## config.mk

```make
export PLATFORM = sky130hd
export DESIGN_NAME = scs_core
export DESIGN_NICKNAME = d
export VERILOG_FILES = /design/src/logic/scs_pkg.sv /design/src/logic/scs_core.sv
export SDC_FILE = /design/constraint.sdc
export NUM_CORES = 2
export LEC_CHECK = 0
export BUFFER_PORTS_ARGS = -buffer_cell sky130_fd_sc_hd__buf_2
export CAP_MARGIN = 10
export CORE_AREA = 4 4 467 377
export CTS_CLUSTER_SIZE = 16
export DETAILED_ROUTE_END_ITERATION = 7
export DIE_AREA = 0 0 471 381
export PLACE_DENSITY = 0.68
export SLEW_MARGIN = 20
export SYNTH_ARGS = -nofsm -noshare
export SYNTH_HDL_FRONTEND = slang
export SYNTH_SLANG_ARGS = --single-unit
```

## constraint.sdc

```tcl
create_clock -name hclk -period 4.55 [get_ports hclk]
set_input_delay 0.455 -clock hclk [delete_from_list [all_inputs] [get_ports hclk]]
set_output_delay 0.455 -clock hclk [all_outputs]
set_load 0.03 [all_outputs]
```

## src/logic/scs_pkg.sv

```systemverilog
`default_nettype none
package scs_pkg;
    // ****************************************
    // Widths and storage
    // ****************************************
    localparam int unsigned WORD_W    = 18;
    localparam int unsigned MEM_WORDS = 64;
    localparam int unsigned STK_DEPTH = 8;
    localparam int unsigned PC_W      = 10;
    localparam int unsigned MADDR_W   = 9;

    // ****************************************
    // Address fields and reset values
    // ****************************************
    localparam int unsigned IO_SPACE_BIT  = 8;
    localparam int unsigned ROM_SPACE_BIT = 7;
    localparam int unsigned EXT_MATH_BIT  = 9;
    localparam logic [9:0]  P_RST         = 10'h0AA;
    localparam logic [8:0]  IO_CTRL_ADDR  = 9'h104;
    localparam logic [17:0] IO_RST        = 18'h15555;
    localparam logic [11:0] ROM_FILL      = 12'hC3A;
    localparam logic [2:0]  PTR_RST       = 3'h0;

    // ****************************************
    // Bus register byte offsets
    // ****************************************
    localparam logic [11:0] OFS_T      = 12'h000;
    localparam logic [11:0] OFS_S      = 12'h004;
    localparam logic [11:0] OFS_R      = 12'h008;
    localparam logic [11:0] OFS_A      = 12'h00C;
    localparam logic [11:0] OFS_B      = 12'h010;
    localparam logic [11:0] OFS_P      = 12'h014;
    localparam logic [11:0] OFS_I      = 12'h018;
    localparam logic [11:0] OFS_IO     = 12'h01C;
    localparam logic [11:0] OFS_CMD    = 12'h020;
    localparam logic [11:0] OFS_STAT   = 12'h024;
    localparam logic [3:0]  RAM_WIN_HI = 4'h1;

    typedef enum logic [3:0] {
        CMD_NOP    = 4'h0,
        CMD_DUP    = 4'h1,
        CMD_DROP   = 4'h2,
        CMD_RPUSH  = 4'h3,
        CMD_RPOP   = 4'h4,
        CMD_ADD    = 4'h5,
        CMD_MSTEP  = 4'h6,
        CMD_NOT    = 4'h7,
        CMD_LOOP   = 4'h8,
        CMD_FETCHP = 4'h9,
        CMD_FETCHA = 4'hA,
        CMD_STOREA = 4'hB
    } scs_cmd_t;

    typedef enum logic [1:0] {
        ST_IDLE = 2'b00,
        ST_WR   = 2'b01,
        ST_RDW  = 2'b11,
        ST_RD   = 2'b10
    } scs_state_t;
endpackage : scs_pkg
`default_nettype wire

```

## src/logic/scs_core.sv

```systemverilog
// Operation
// - RAM and ROM, 64 words of 18 bits
// - Data registers and paths are 18 bits wide; P is 10 bits, B is 9
// - Return buffer: 8 circular entries, overwrite oldest
// - Loop register sits above return buffer
// - Loop register decrements toward zero
// - Program counter increments after each fetch
// - No increment inside I/O region
// - Bit 9 enables extended arithmetic
// - Memory decode ignores bit 9
// - Address register readable, writable, address or data
// - Data stack: top, second, 8 circular
// - ALU uses top, second, address; carry latch
// - Instruction register takes fetched words
// - Reset loads configured start address
// - Reset sets I/O control as 15555 written
// - Reset fixes both stack pointers
// - Reset leaves data registers and RAM alone
// - Nine-bit addresses decode RAM, ROM, I/O
// - Increment 3F to 40, wraps 7F to 00
// - Increment never alters bits 8 or 9
// - Push: second into buffer, top into second
// - Pop: buffer into second, second into top
`timescale 1ns/1ps
`default_nettype none
module scs_core #(
    parameter logic [9:0] P_START = scs_pkg::P_RST
) (
    input  wire logic        hclk,
    input  wire logic        hresetn,
    input  wire logic        hsel,
    input  wire logic [31:0] haddr,
    input  wire logic [1:0]  htrans,
    input  wire logic        hwrite,
    input  wire logic [2:0]  hsize,
    input  wire logic [31:0] hwdata,
    input  wire logic        hready,
    output logic      [31:0] hrdata,
    output logic             hreadyout,
    output logic             hresp,
    output logic             extended_math_enable
);
    // ****************************************
    // Bus slave
    // ****************************************
    scs_pkg::scs_state_t st_r;
    scs_pkg::scs_state_t st_nxt;
    logic [11:0] addr_r;
    logic [31:0] hrdata_r;
    logic        hreadyout_r;
    logic [17:0] rd_mux;

    wire acc    = hsel && htrans[1] && hready;
    wire bus_wr = (st_r == scs_pkg::ST_WR);
    wire hit_t  = (addr_r == scs_pkg::OFS_T);
    wire hit_s  = (addr_r == scs_pkg::OFS_S);
    wire hit_r  = (addr_r == scs_pkg::OFS_R);
    wire hit_a  = (addr_r == scs_pkg::OFS_A);
    wire hit_b  = (addr_r == scs_pkg::OFS_B);
    wire hit_p  = (addr_r == scs_pkg::OFS_P);
    wire hit_i  = (addr_r == scs_pkg::OFS_I);
    wire hit_io = (addr_r == scs_pkg::OFS_IO);
    wire hit_c  = (addr_r == scs_pkg::OFS_CMD);
    wire hit_st = (addr_r == scs_pkg::OFS_STAT);
    wire hit_m  = (addr_r[11:8] == scs_pkg::RAM_WIN_HI);
    wire cmd_go = bus_wr && hit_c;
    wire [3:0] cmd_raw = hwdata[3:0];
    scs_pkg::scs_cmd_t cmd;
    assign cmd = scs_pkg::scs_cmd_t'(cmd_raw);

    always_comb begin
        st_nxt = scs_pkg::ST_IDLE;
        if (acc && hwrite) begin
            st_nxt = scs_pkg::ST_WR;
        end else if (acc) begin
            st_nxt = scs_pkg::ST_RDW;
        end else if (st_r == scs_pkg::ST_RDW) begin
            st_nxt = scs_pkg::ST_RD;
        end
    end

    always_ff @(posedge hclk or negedge hresetn) begin
        if (!hresetn) begin
            st_r        <= scs_pkg::ST_IDLE;
            addr_r      <= 12'h000;
            hreadyout_r <= 1'b1;
            hrdata_r    <= 32'h0000_0000;
        end else begin
            st_r        <= st_nxt;
            hreadyout_r <= (st_nxt != scs_pkg::ST_RDW);
            if (acc) begin
                addr_r <= haddr[11:0];
            end
            if (st_r == scs_pkg::ST_RDW) begin
                hrdata_r <= {14'h0000, rd_mux};
            end
        end
    end

    assign hrdata    = hrdata_r;
    assign hreadyout = hreadyout_r;
    assign hresp     = 1'b0;

    // ****************************************
    // Architectural state
    // ****************************************
    logic [17:0] t_r, s_r, r_r, a_r, i_r, io_r;
    logic [17:0] t_nxt, s_nxt, r_nxt, a_nxt, i_nxt, io_nxt;
    logic [9:0]  p_r, p_nxt;
    logic [8:0]  b_r, b_nxt;
    logic        c_r, c_nxt;
    logic [2:0]  dsp_r, dsp_nxt, rsp_r, rsp_nxt;
    logic [17:0] dstk [scs_pkg::STK_DEPTH];
    logic [17:0] rstk [scs_pkg::STK_DEPTH];
    logic [17:0] ram  [scs_pkg::MEM_WORDS];
    logic        d_push, d_pop, r_push, r_pop, ram_we;
    logic [5:0]  ram_idx;
    logic [17:0] ram_wd;

    assign extended_math_enable = p_r[scs_pkg::EXT_MATH_BIT];

    wire [2:0]  dsp_up = dsp_r + 3'h1;
    wire [2:0]  dsp_dn = dsp_r - 3'h1;
    wire [2:0]  rsp_up = rsp_r + 3'h1;
    wire [2:0]  rsp_dn = rsp_r - 3'h1;
    wire [17:0] dtop   = dstk[dsp_r];
    wire [17:0] rtop   = rstk[rsp_r];
    wire        cin    = extended_math_enable && c_r;
    wire [18:0] add19  = {1'b0, s_r} + {1'b0, t_r} + {18'h0, cin};
    wire [18:0] ms19   = {s_r[17], s_r} + {t_r[17], t_r} + {18'h0, cin};
    wire [18:0] cy19   = {1'b0, s_r} + {1'b0, t_r} + {18'h0, cin};

    // Low seven bits step; bits 7..9 are kept
    function automatic logic [9:0] addr_inc(input logic [9:0] x);
        if (x[scs_pkg::IO_SPACE_BIT]) begin
            addr_inc = x;
        end else begin
            addr_inc = {x[9:7], x[6:0] + 7'h01};
        end
    endfunction : addr_inc

    // Nine-bit decode; bit 9 never reaches here
    function automatic logic [17:0] mem_rd(input logic [8:0] x);
        if (x[scs_pkg::IO_SPACE_BIT]) begin
            mem_rd = (x == scs_pkg::IO_CTRL_ADDR) ? io_r : 18'h00000;
        end else if (x[scs_pkg::ROM_SPACE_BIT]) begin
            mem_rd = {scs_pkg::ROM_FILL, x[5:0]};
        end else begin
            mem_rd = ram[x[5:0]];
        end
    endfunction : mem_rd

    always_comb begin
        t_nxt   = t_r;
        s_nxt   = s_r;
        r_nxt   = r_r;
        a_nxt   = a_r;
        i_nxt   = i_r;
        io_nxt  = io_r;
        p_nxt   = p_r;
        b_nxt   = b_r;
        c_nxt   = c_r;
        d_push  = 1'b0;
        d_pop   = 1'b0;
        r_push  = 1'b0;
        r_pop   = 1'b0;
        ram_we  = 1'b0;
        ram_idx = addr_r[7:2];
        ram_wd  = hwdata[17:0];
        if (bus_wr) begin
            if (hit_t) begin
                t_nxt = hwdata[17:0];
            end else if (hit_s) begin
                s_nxt = hwdata[17:0];
            end else if (hit_r) begin
                r_nxt = hwdata[17:0];
            end else if (hit_a) begin
                a_nxt = hwdata[17:0];
            end else if (hit_b) begin
                b_nxt = hwdata[8:0];
            end else if (hit_p) begin
                p_nxt = hwdata[9:0];
            end else if (hit_io) begin
                io_nxt = hwdata[17:0];
            end else if (hit_st) begin
                // Carry latch loadable, never reset
                c_nxt = hwdata[1];
            end else if (hit_m) begin
                ram_we = 1'b1;
            end
        end
        if (cmd_go) begin
            case (cmd)
                scs_pkg::CMD_DUP: begin
                    d_push = 1'b1;
                    s_nxt  = t_r;
                end
                scs_pkg::CMD_DROP: begin
                    d_pop = 1'b1;
                    t_nxt = s_r;
                    s_nxt = dtop;
                end
                scs_pkg::CMD_RPUSH: begin
                    r_push = 1'b1;
                    r_nxt  = t_r;
                    d_pop  = 1'b1;
                    t_nxt  = s_r;
                    s_nxt  = dtop;
                end
                scs_pkg::CMD_RPOP: begin
                    r_pop  = 1'b1;
                    r_nxt  = rtop;
                    d_push = 1'b1;
                    s_nxt  = t_r;
                    t_nxt  = r_r;
                end
                scs_pkg::CMD_ADD: begin
                    t_nxt = add19[17:0];
                    d_pop = 1'b1;
                    s_nxt = dtop;
                    if (extended_math_enable) begin
                        c_nxt = add19[18];
                    end
                end
                scs_pkg::CMD_MSTEP: begin
                    if (!a_r[0]) begin
                        t_nxt = {t_r[17], t_r[17:1]};
                        a_nxt = {t_r[0], a_r[17:1]};
                    end else begin
                        t_nxt = ms19[18:1];
                        a_nxt = {ms19[0], a_r[17:1]};
                        if (extended_math_enable) begin
                            c_nxt = cy19[18];
                        end
                    end
                end
                scs_pkg::CMD_NOT: begin
                    t_nxt = ~t_r;
                end
                scs_pkg::CMD_LOOP: begin
                    if (r_r != 18'h00000) begin
                        r_nxt = r_r - 18'h00001;
                    end
                end
                scs_pkg::CMD_FETCHP: begin
                    i_nxt = mem_rd(p_r[8:0]);
                    p_nxt = addr_inc(p_r);
                end
                scs_pkg::CMD_FETCHA: begin
                    d_push = 1'b1;
                    s_nxt  = t_r;
                    t_nxt  = mem_rd(a_r[8:0]);
                    a_nxt  = {a_r[17:10], addr_inc(a_r[9:0])};
                end
                scs_pkg::CMD_STOREA: begin
                    if (a_r[8:0] == scs_pkg::IO_CTRL_ADDR) begin
                        io_nxt = t_r;
                    end else if (!a_r[8] && !a_r[7]) begin
                        ram_we  = 1'b1;
                        ram_idx = a_r[5:0];
                        ram_wd  = t_r;
                    end
                    d_pop = 1'b1;
                    t_nxt = s_r;
                    s_nxt = dtop;
                    a_nxt = {a_r[17:10], addr_inc(a_r[9:0])};
                end
                default: begin
                    t_nxt = t_r;
                end
            endcase
        end
    end

    assign dsp_nxt = d_push ? dsp_up : (d_pop ? dsp_dn : dsp_r);
    assign rsp_nxt = r_push ? rsp_up : (r_pop ? rsp_dn : rsp_r);

    // Unreset state keeps its contents across reset
    always_ff @(posedge hclk) begin
        t_r <= t_nxt;
        s_r <= s_nxt;
        r_r <= r_nxt;
        a_r <= a_nxt;
        i_r <= i_nxt;
        c_r <= c_nxt;
        if (d_push) begin
            dstk[dsp_up] <= s_r;
        end
        if (r_push) begin
            rstk[rsp_up] <= r_r;
        end
        if (ram_we) begin
            ram[ram_idx] <= ram_wd;
        end
    end

    always_ff @(posedge hclk or negedge hresetn) begin
        if (!hresetn) begin
            p_r   <= P_START;
            io_r  <= scs_pkg::IO_RST;
            b_r   <= scs_pkg::IO_CTRL_ADDR;
            dsp_r <= scs_pkg::PTR_RST;
            rsp_r <= scs_pkg::PTR_RST;
        end else begin
            p_r   <= p_nxt;
            io_r  <= io_nxt;
            b_r   <= b_nxt;
            dsp_r <= dsp_nxt;
            rsp_r <= rsp_nxt;
        end
    end

    always_comb begin
        rd_mux = 18'h00000;
        if (hit_t) begin
            rd_mux = t_r;
        end else if (hit_s) begin
            rd_mux = s_r;
        end else if (hit_r) begin
            rd_mux = r_r;
        end else if (hit_a) begin
            rd_mux = a_r;
        end else if (hit_p) begin
            rd_mux = {8'h00, p_r};
        end else if (hit_i) begin
            rd_mux = i_r;
        end else if (hit_io) begin
            rd_mux = io_r;
        end else if (hit_st) begin
            rd_mux = {10'h000, dsp_r, rsp_r, c_r, extended_math_enable};
        end else if (hit_m) begin
            rd_mux = ram[addr_r[7:2]];
        end
    end

    // ****************************************
    // Checks
    // ****************************************
    wire do_fp = cmd_go && (cmd == scs_pkg::CMD_FETCHP);

    AST_RST_REGS: assert property (@(posedge hclk)
        !hresetn |-> p_r == P_START && b_r == scs_pkg::IO_CTRL_ADDR
                     && io_r == scs_pkg::IO_RST)
        else $error("reset values wrong");
    AST_RST_PTRS: assert property (@(posedge hclk)
        !hresetn |-> dsp_r == 3'h0 && rsp_r == 3'h0)
        else $error("stack pointers not reset");
    AST_P_INC: assert property (@(posedge hclk)
        disable iff (!hresetn)
        do_fp && !p_r[8] |=> p_r[6:0] == $past(p_r[6:0]) + 7'h01
                             && p_r[9:7] == $past(p_r[9:7]))
        else $error("pc increment wrong");
    AST_P_IO: assert property (@(posedge hclk)
        disable iff (!hresetn)
        do_fp && p_r[8] |=> $stable(p_r))
        else $error("pc moved in io space");
    AST_P_WRAP: assert property (@(posedge hclk)
        disable iff (!hresetn)
        do_fp && !p_r[8] && p_r[6:0] == 7'h7F |=> p_r[6:0] == 7'h00)
        else $error("pc wrap wrong");
    AST_D_PUSH: assert property (@(posedge hclk)
        disable iff (!hresetn)
        cmd_go && cmd == scs_pkg::CMD_DUP |=> s_r == $past(t_r)
                     && dsp_r == $past(dsp_r) + 3'h1)
        else $error("data push wrong");
    AST_D_POP: assert property (@(posedge hclk)
        disable iff (!hresetn)
        cmd_go && cmd == scs_pkg::CMD_DROP |=> t_r == $past(s_r)
                     && dsp_r == $past(dsp_r) - 3'h1)
        else $error("data pop wrong");
    AST_R_PUSH: assert property (@(posedge hclk)
        disable iff (!hresetn)
        cmd_go && cmd == scs_pkg::CMD_RPUSH |=> r_r == $past(t_r)
                     && rsp_r == $past(rsp_r) + 3'h1)
        else $error("return push wrong");
    AST_LOOP: assert property (@(posedge hclk)
        disable iff (!hresetn)
        cmd_go && cmd == scs_pkg::CMD_LOOP && r_r != 18'h00000
        |=> r_r == $past(r_r) - 18'h00001)
        else $error("loop count wrong");
    AST_BUS_RD: assert property (@(posedge hclk)
        disable iff (!hresetn)
        acc && !hwrite |=> !hreadyout ##1 hreadyout)
        else $error("read wait state wrong");
endmodule : scs_core
`default_nettype wire

```

* After elaboration in Yosys (flattened, before gate mapping)
Memories as Yosys holds them, arrays and structs flattened. A register that Yosys moved wholly into a read port is not among the register bits.
Cells that the tools add are included.
** Storage, ports and cells
- Register bits :: 158
- Bits in writable memories :: 1440
- Bits of input ports :: 74
- Output and inout bits :: 35
- Word-level logic and storage cells :: 204
- Memories kept :: 3
** Memory list
- ram :: depth 64, width 18, rd ports 3, clocked after memory_dff 1, wr ports 1, RTL line scs_core.sv:115 : logic [17:0] ram [scs_pkg::MEM_WORDS];
- dstk :: depth 8, width 18, rd ports 1, clocked after memory_dff 0, wr ports 1, RTL line scs_core.sv:113 : logic [17:0] dstk [scs_pkg::STK_DEPTH];
- rstk :: depth 8, width 18, rd ports 1, clocked after memory_dff 0, wr ports 1, RTL line scs_core.sv:114 : logic [17:0] rstk [scs_pkg::STK_DEPTH];
** Operators by class
- Add/subtract/negate cells :: 11
- Eq/ne operators :: 32
- Multiplexer cells :: 119
- Bitwise operators :: 1
- Reduce and logical (&&, ||, !) cells :: 19
** Operators with widths (count)
- $mux 18 :: 51
- $pmux 18 s7 :: 1
- $mux 10 :: 9
- $pmux 18 s2 :: 2
- $pmux 18 s3 :: 1
- $eq 12x5->1 const B :: 4
- $mux 1 :: 40
- $add 18x18->19 :: 2
- $add 19x1->19 :: 2
- $mux 6 :: 5
- $eq 12x4->1 const B :: 2
- $eq 12x6->1 const B :: 2
- $eq 9x9->1 const B :: 2
- $mux 9 :: 2
- $not 18->18 :: 1
- $reduce_bool 18->1 :: 1
- $sub 18x1->18 const B :: 1
- $eq 4x3->1 const B :: 4
- $eq 4x4->1 const B :: 4
- $add 7x1->7 const B :: 2
- $eq 12x3->1 const B :: 1
- $logic_not 12->1 :: 1
- $mux 3 :: 4
- $ne 3x3->1 const B :: 3
- 17 further kinds :: 35

* Logic depth before layout (Yosys ltp)
- Depth in word-level cells :: 17
- Gate-level depth with buffers :: 13
- Mapped depth without buffers :: 10

* Least setup slack after synthesis
No wires, ideal clock.
- Kind :: input to register
- Start :: input port hwdata[1]
- End :: memory ram[0][1], data pin
- Setup time :: 0.724 ns
- Arrival :: 4.188 ns
- Required time :: 3.826 ns
- Setup slack :: -0.362 ns
- Stages :: 5
- Path buffers :: 4
- Cell sequence :: clkbuf_1 > clkbuf_1 > buf_1 > clkbuf_1 > a21boi_0
** On the way
- Word-level cells in the longest chain between the ends :: 4
- Elaborated cells between the ends (all ways) :: 5
- Classes of those cells :: 1 x eq/ne; 4 x mux
** RTL lines
- from (decl) :: RTL line scs_core.sv:36 : input wire logic [31:0] hwdata,
- $mux 18 :: RTL line scs_core.sv:258 : end else if (!a_r[8] && !a_r[7]) begin
- $mux 18 :: RTL line scs_core.sv:256 : if (a_r[8:0] == scs_pkg::IO_CTRL_ADDR) begin
- $mux 18 :: RTL line scs_core.sv:193 : case (cmd)
- $mux 18 * :: RTL line scs_core.sv:192 : if (cmd_go) begin
- named net ram_wd[1] :: RTL line scs_core.sv:118 : logic [17:0] ram_wd;
- to (decl) :: RTL line scs_core.sv:115
The timed path passes the listed nets; every way through them passes the cells marked *.

* Final worst setup path
- Start :: register addr_r[3]
- End :: memory ram[55][5], enable pin
** On the way
- Word-level cells in the longest chain between the ends :: 16
- Elaborated cells between the ends (all ways) :: 29
- Classes of those cells :: 8 x eq/ne; 19 x mux; 2 x reduce/logical
** RTL lines
- from (decl) :: RTL line scs_core.sv:48 : logic [11:0] addr_r;
- from (signal assigned) :: RTL line scs_core.sv:92 : addr_r <= haddr[11:0];
- $eq 12x6->1 :: RTL line scs_core.sv:64 : wire hit_st = (addr_r == scs_pkg::OFS_STAT);
- $mux 1 :: RTL line scs_core.sv:185 : end else if (hit_st) begin
- $mux 1 :: RTL line scs_core.sv:183 : end else if (hit_io) begin
- $mux 1 :: RTL line scs_core.sv:181 : end else if (hit_p) begin
- $mux 1 :: RTL line scs_core.sv:179 : end else if (hit_b) begin
- $mux 1 :: RTL line scs_core.sv:177 : end else if (hit_a) begin
- $mux 1 :: RTL line scs_core.sv:175 : end else if (hit_r) begin
- $mux 1 :: RTL line scs_core.sv:173 : end else if (hit_s) begin
- $mux 1 :: RTL line scs_core.sv:171 : if (hit_t) begin
- $mux 1 :: RTL line scs_core.sv:170 : if (bus_wr) begin
- $mux 1 :: RTL line scs_core.sv:258
- $mux 1 :: RTL line scs_core.sv:256
- $mux 1 :: RTL line scs_core.sv:193
- $mux 1 :: RTL line scs_core.sv:192
- $mux 1 :: RTL line scs_core.sv:292 : if (ram_we) begin
- $mux 1 (implied by the code) :: RTL line scs_core.sv:293 : ram[ram_idx] <= ram_wd;
Parallel ways exist; a longest one is shown, timed or not.

==> impl_metrics.yaml <==
sta:
  period_needed_ps: 4360
  drv_slew: 0
  slew_headroom_pct: 16.3
  fmax_mhz: 229
  worst-slew-pin-transition_ps: 1260
  period_share_pct: 95.9
  setup_tns_ps: 0
  rsz0062_at_grt: "no"
  hold_violations: 0
  setup_viol: 0
  skew_ps: 30.4
worst_setup_path:
  start_kind: "flip-flop"
  setup.worst_path.class: "reg2reg"
  arrival_ps: 4840
  cp.required_ps: 5030
  path_max_fanout: 13
  end_kind: "flip-flop"
routing:
  via_count: 56000
  drt_iter0_drc: 10000
  first_pass_iters: 8
  viasPerCell: 7.54
  drc: 1
  avgRoutedWirePerCell_um: 41.1
  routed_wl_mm: 305
  ant_nets: 0
logic_synthesis:
  netlist_instances: 4796
  synthTopCellsByArea: "edfxtp_1 (53%), mux4_2 (30%), mux2i_1 (2.0%), dfrtp_1 (1.6%), clkbuf_1 (1.1%)"
  yosysUniqueCellTypes: 93
  synthSimpleGateAreaFrac_pct: 4.09
  synth_xor_xnor_area_share_pct: 0.339
  synthMuxAreaShare_pct: 32.5
  synth_top_family_by_area: "multiplexers"
  synth-seq-cells: 1604
  yosysTopAreaCellShare_pct: 52.6
  synth_compound_area_share_pct: 4.68
  async_flop_share_pct: 4.18
  syn_avg_cell_area_um2: 17.8
  synth_warnings: 0
  synth_edf_count: 1493
  synth_top_cell_by_area: "edfxtp_1"
  synthFlopType: "edfxtp_1"
  syn_area_mm2: 0.0853
  yosysSeqAreaShare_pct: 55.6
  synth_fa_ha_area_share_pct: 0.429
finish:
  final_common_cell: "edfxtp_1"
  layout_common_cells: "edfxtp_1 (1493), mux4_2 (1131), buf_4 (315)"
  postLayoutCellArea_mm2: 0.0969
  fin_util_pct: 56.6
  area_growth_pct: 13.7
  drive_gt1_share_pct: 39.9
  nFillCells: 12900
  final_nets: 5101
job:
  maxCapViolations: 0
floorplan:
  chipHeight_um: 381
  die_area_mm2: 0.179
  core_mm2: 0.171
  rows: 136
  die_w_um: 471
  io_pins: 109
  start_util_pct: 49.8
pwr:
  power_mw: 36.7
  vdd_drop_max_mv: 0.427
  leakage_nw: 31.1
  power_density_mw_per_mm2: 378
global_routing:
  grt_overflow_total: 0
  grt_pass1_vias: 53400
  antenna_found_initial: 15
  grt.total_usage_pct: 33.8
  grt_max_degree: 121
  grt_pass1_wl_mm: 423
clock_network:
  cts.clk_slew.worst_paths_ps: 60
  clockRootBuffer: "clkbuf_16"
  clock_path_buffers: 3
  cts_sinks: 1604
  numCtsBuffers: 162
  cts_tree: "built"
  cts_max_level: 4
  insertion_delay_ps: 840
  post_cts_resized: 0
  cts_setup_buffers: 0
run_status:
  violations: "DRC"
  status: "finished with violations"
min_path:
  hp-class: "in2reg"
place:
  placed_area_mm2: 0.0914
  dp_hpwl_mm: 205
  port_buffers: 55
  gp_congestion: 1.02
-- worst paths after layout --
path,from,end,slack [ps],cells past startpoint
min in group asynchronous,hresetn,hrdata[11],360,2
hold reg to reg,hrdata[11],hrdata[11],480,1
max in group asynchronous,hresetn,addr_r[4],3420,2
setup / recovery,addr_r[3],ram[55][5],190,9
hold / removal,hwdata[14],io_r[14],70,3
setup reg to reg,addr_r[3],ram[55][5],190,9
-- report_power, final --
part / total (mW) / switching, mW / internal [mW] / leakage [nW]
clock network: 13.8 / 5.96 / 7.87 / 2.64
registers: 16.5 / 0.259 / 16.2 / 14.7
logic: 6.39 / 3.81 / 2.58 / 13.7
total: 36.7 / 10.0 / 26.6 / 31.1
-- worst max-delay path, cell delays in order (launching register included) --
cell and delay, ps:
dfrtp_4 470, or4b_4 570, or4_2 830, or4_4 730, o22ai_2 160, o21ai_1 110
or2_1 420, buf_4 250, nor2_4 100, buf_4 340
-- synthesized netlist by cell type, types with 26 or more instances --
master,n
a211oi_1,28
a21oi_1,131
a221oi_1,30
buf_1,92
buf_2,71
clkbuf_1,259
dfrtp_1,53
dfxtp_1,44
edfxtp_1,1493
ha_1,26
inv_1,33
mux2_2,51
mux2i_1,168
mux4_2,1131
nand2_1,236
nand3_1,43
nor2_1,194
nor2b_1,30
nor3_1,62
o21ai_0,71
o22ai_1,56
-- state kept, by name (all words and copies together), names as in the netlist, named ones only --
name,count
dsp_r,3
p_r,10
s_r,18
dstk,144
hreadyout,1
r_r,18
ram,1152
st_r,2
i_r,18
a_r,18
hrdata,18
io_r,18
rstk,144
rsp_r,3
c_r,1
addr_r,12
t_r,18
-- cells by family (layout without fill, tap and decap cells) --
group,after synthesis,count (layout)
buffers and inverters,479,802
DFF,1604,1604
adders and majority gates,28,28
xor gates and xnor gates,33,33
other,1,28
muxes,1350,1350
and+or+nand+nor,729,729
AOI/OAI and AO/OA,572,572
-- metal layers --
metal | routed length, µm | track usage (%) | share of wire, %
met1 | 111000 | 48.2 | 36
met2 | 123000 | 43.8 | 40
met3 | 55500 | 16.2 | 18
met4 | 15700 | 15.0 | 5.1
met5 | 287 | 0.880 | 0.094
-- layout make-up --
| cell class | instances | area (µm²) | share of cell area [%] |
|---|---|---|---|
| repair buffers | 469 | 4500 | 4.64 |
| clock inverters | 111 | 1150 | 1.19 |
| diodes | 13 | 32.5 | 0.0336 |
| multi-input cells | 2727 | 36600 | 37.7 |
| flip-flops and latches | 1604 | 47500 | 49.0 |
| well taps | 2277 | 2850 | 2.94 |
| clock buffers | 187 | 4220 | 4.36 |
| inverters | 35 | 134 | 0.138 |
-- per-stage QoR --
step                std cells  setup WS [ps]  hold slack [ps]
floorplan                4810           45.3              159
global placement         7098            314              460
detailed placement       7098            298              465
CTS                      7410            275             11.7
global route             7415            188             45.1
finish                   7423            186             71.0
-- timing repair --
item                                   4_1_cts  5_1_grt
setup endpoints to repair                    0        0
endpoints found under the hold margin       67        0
hold buffers                                14        0
Note: power is estimated with default switching activity, not from simulation.
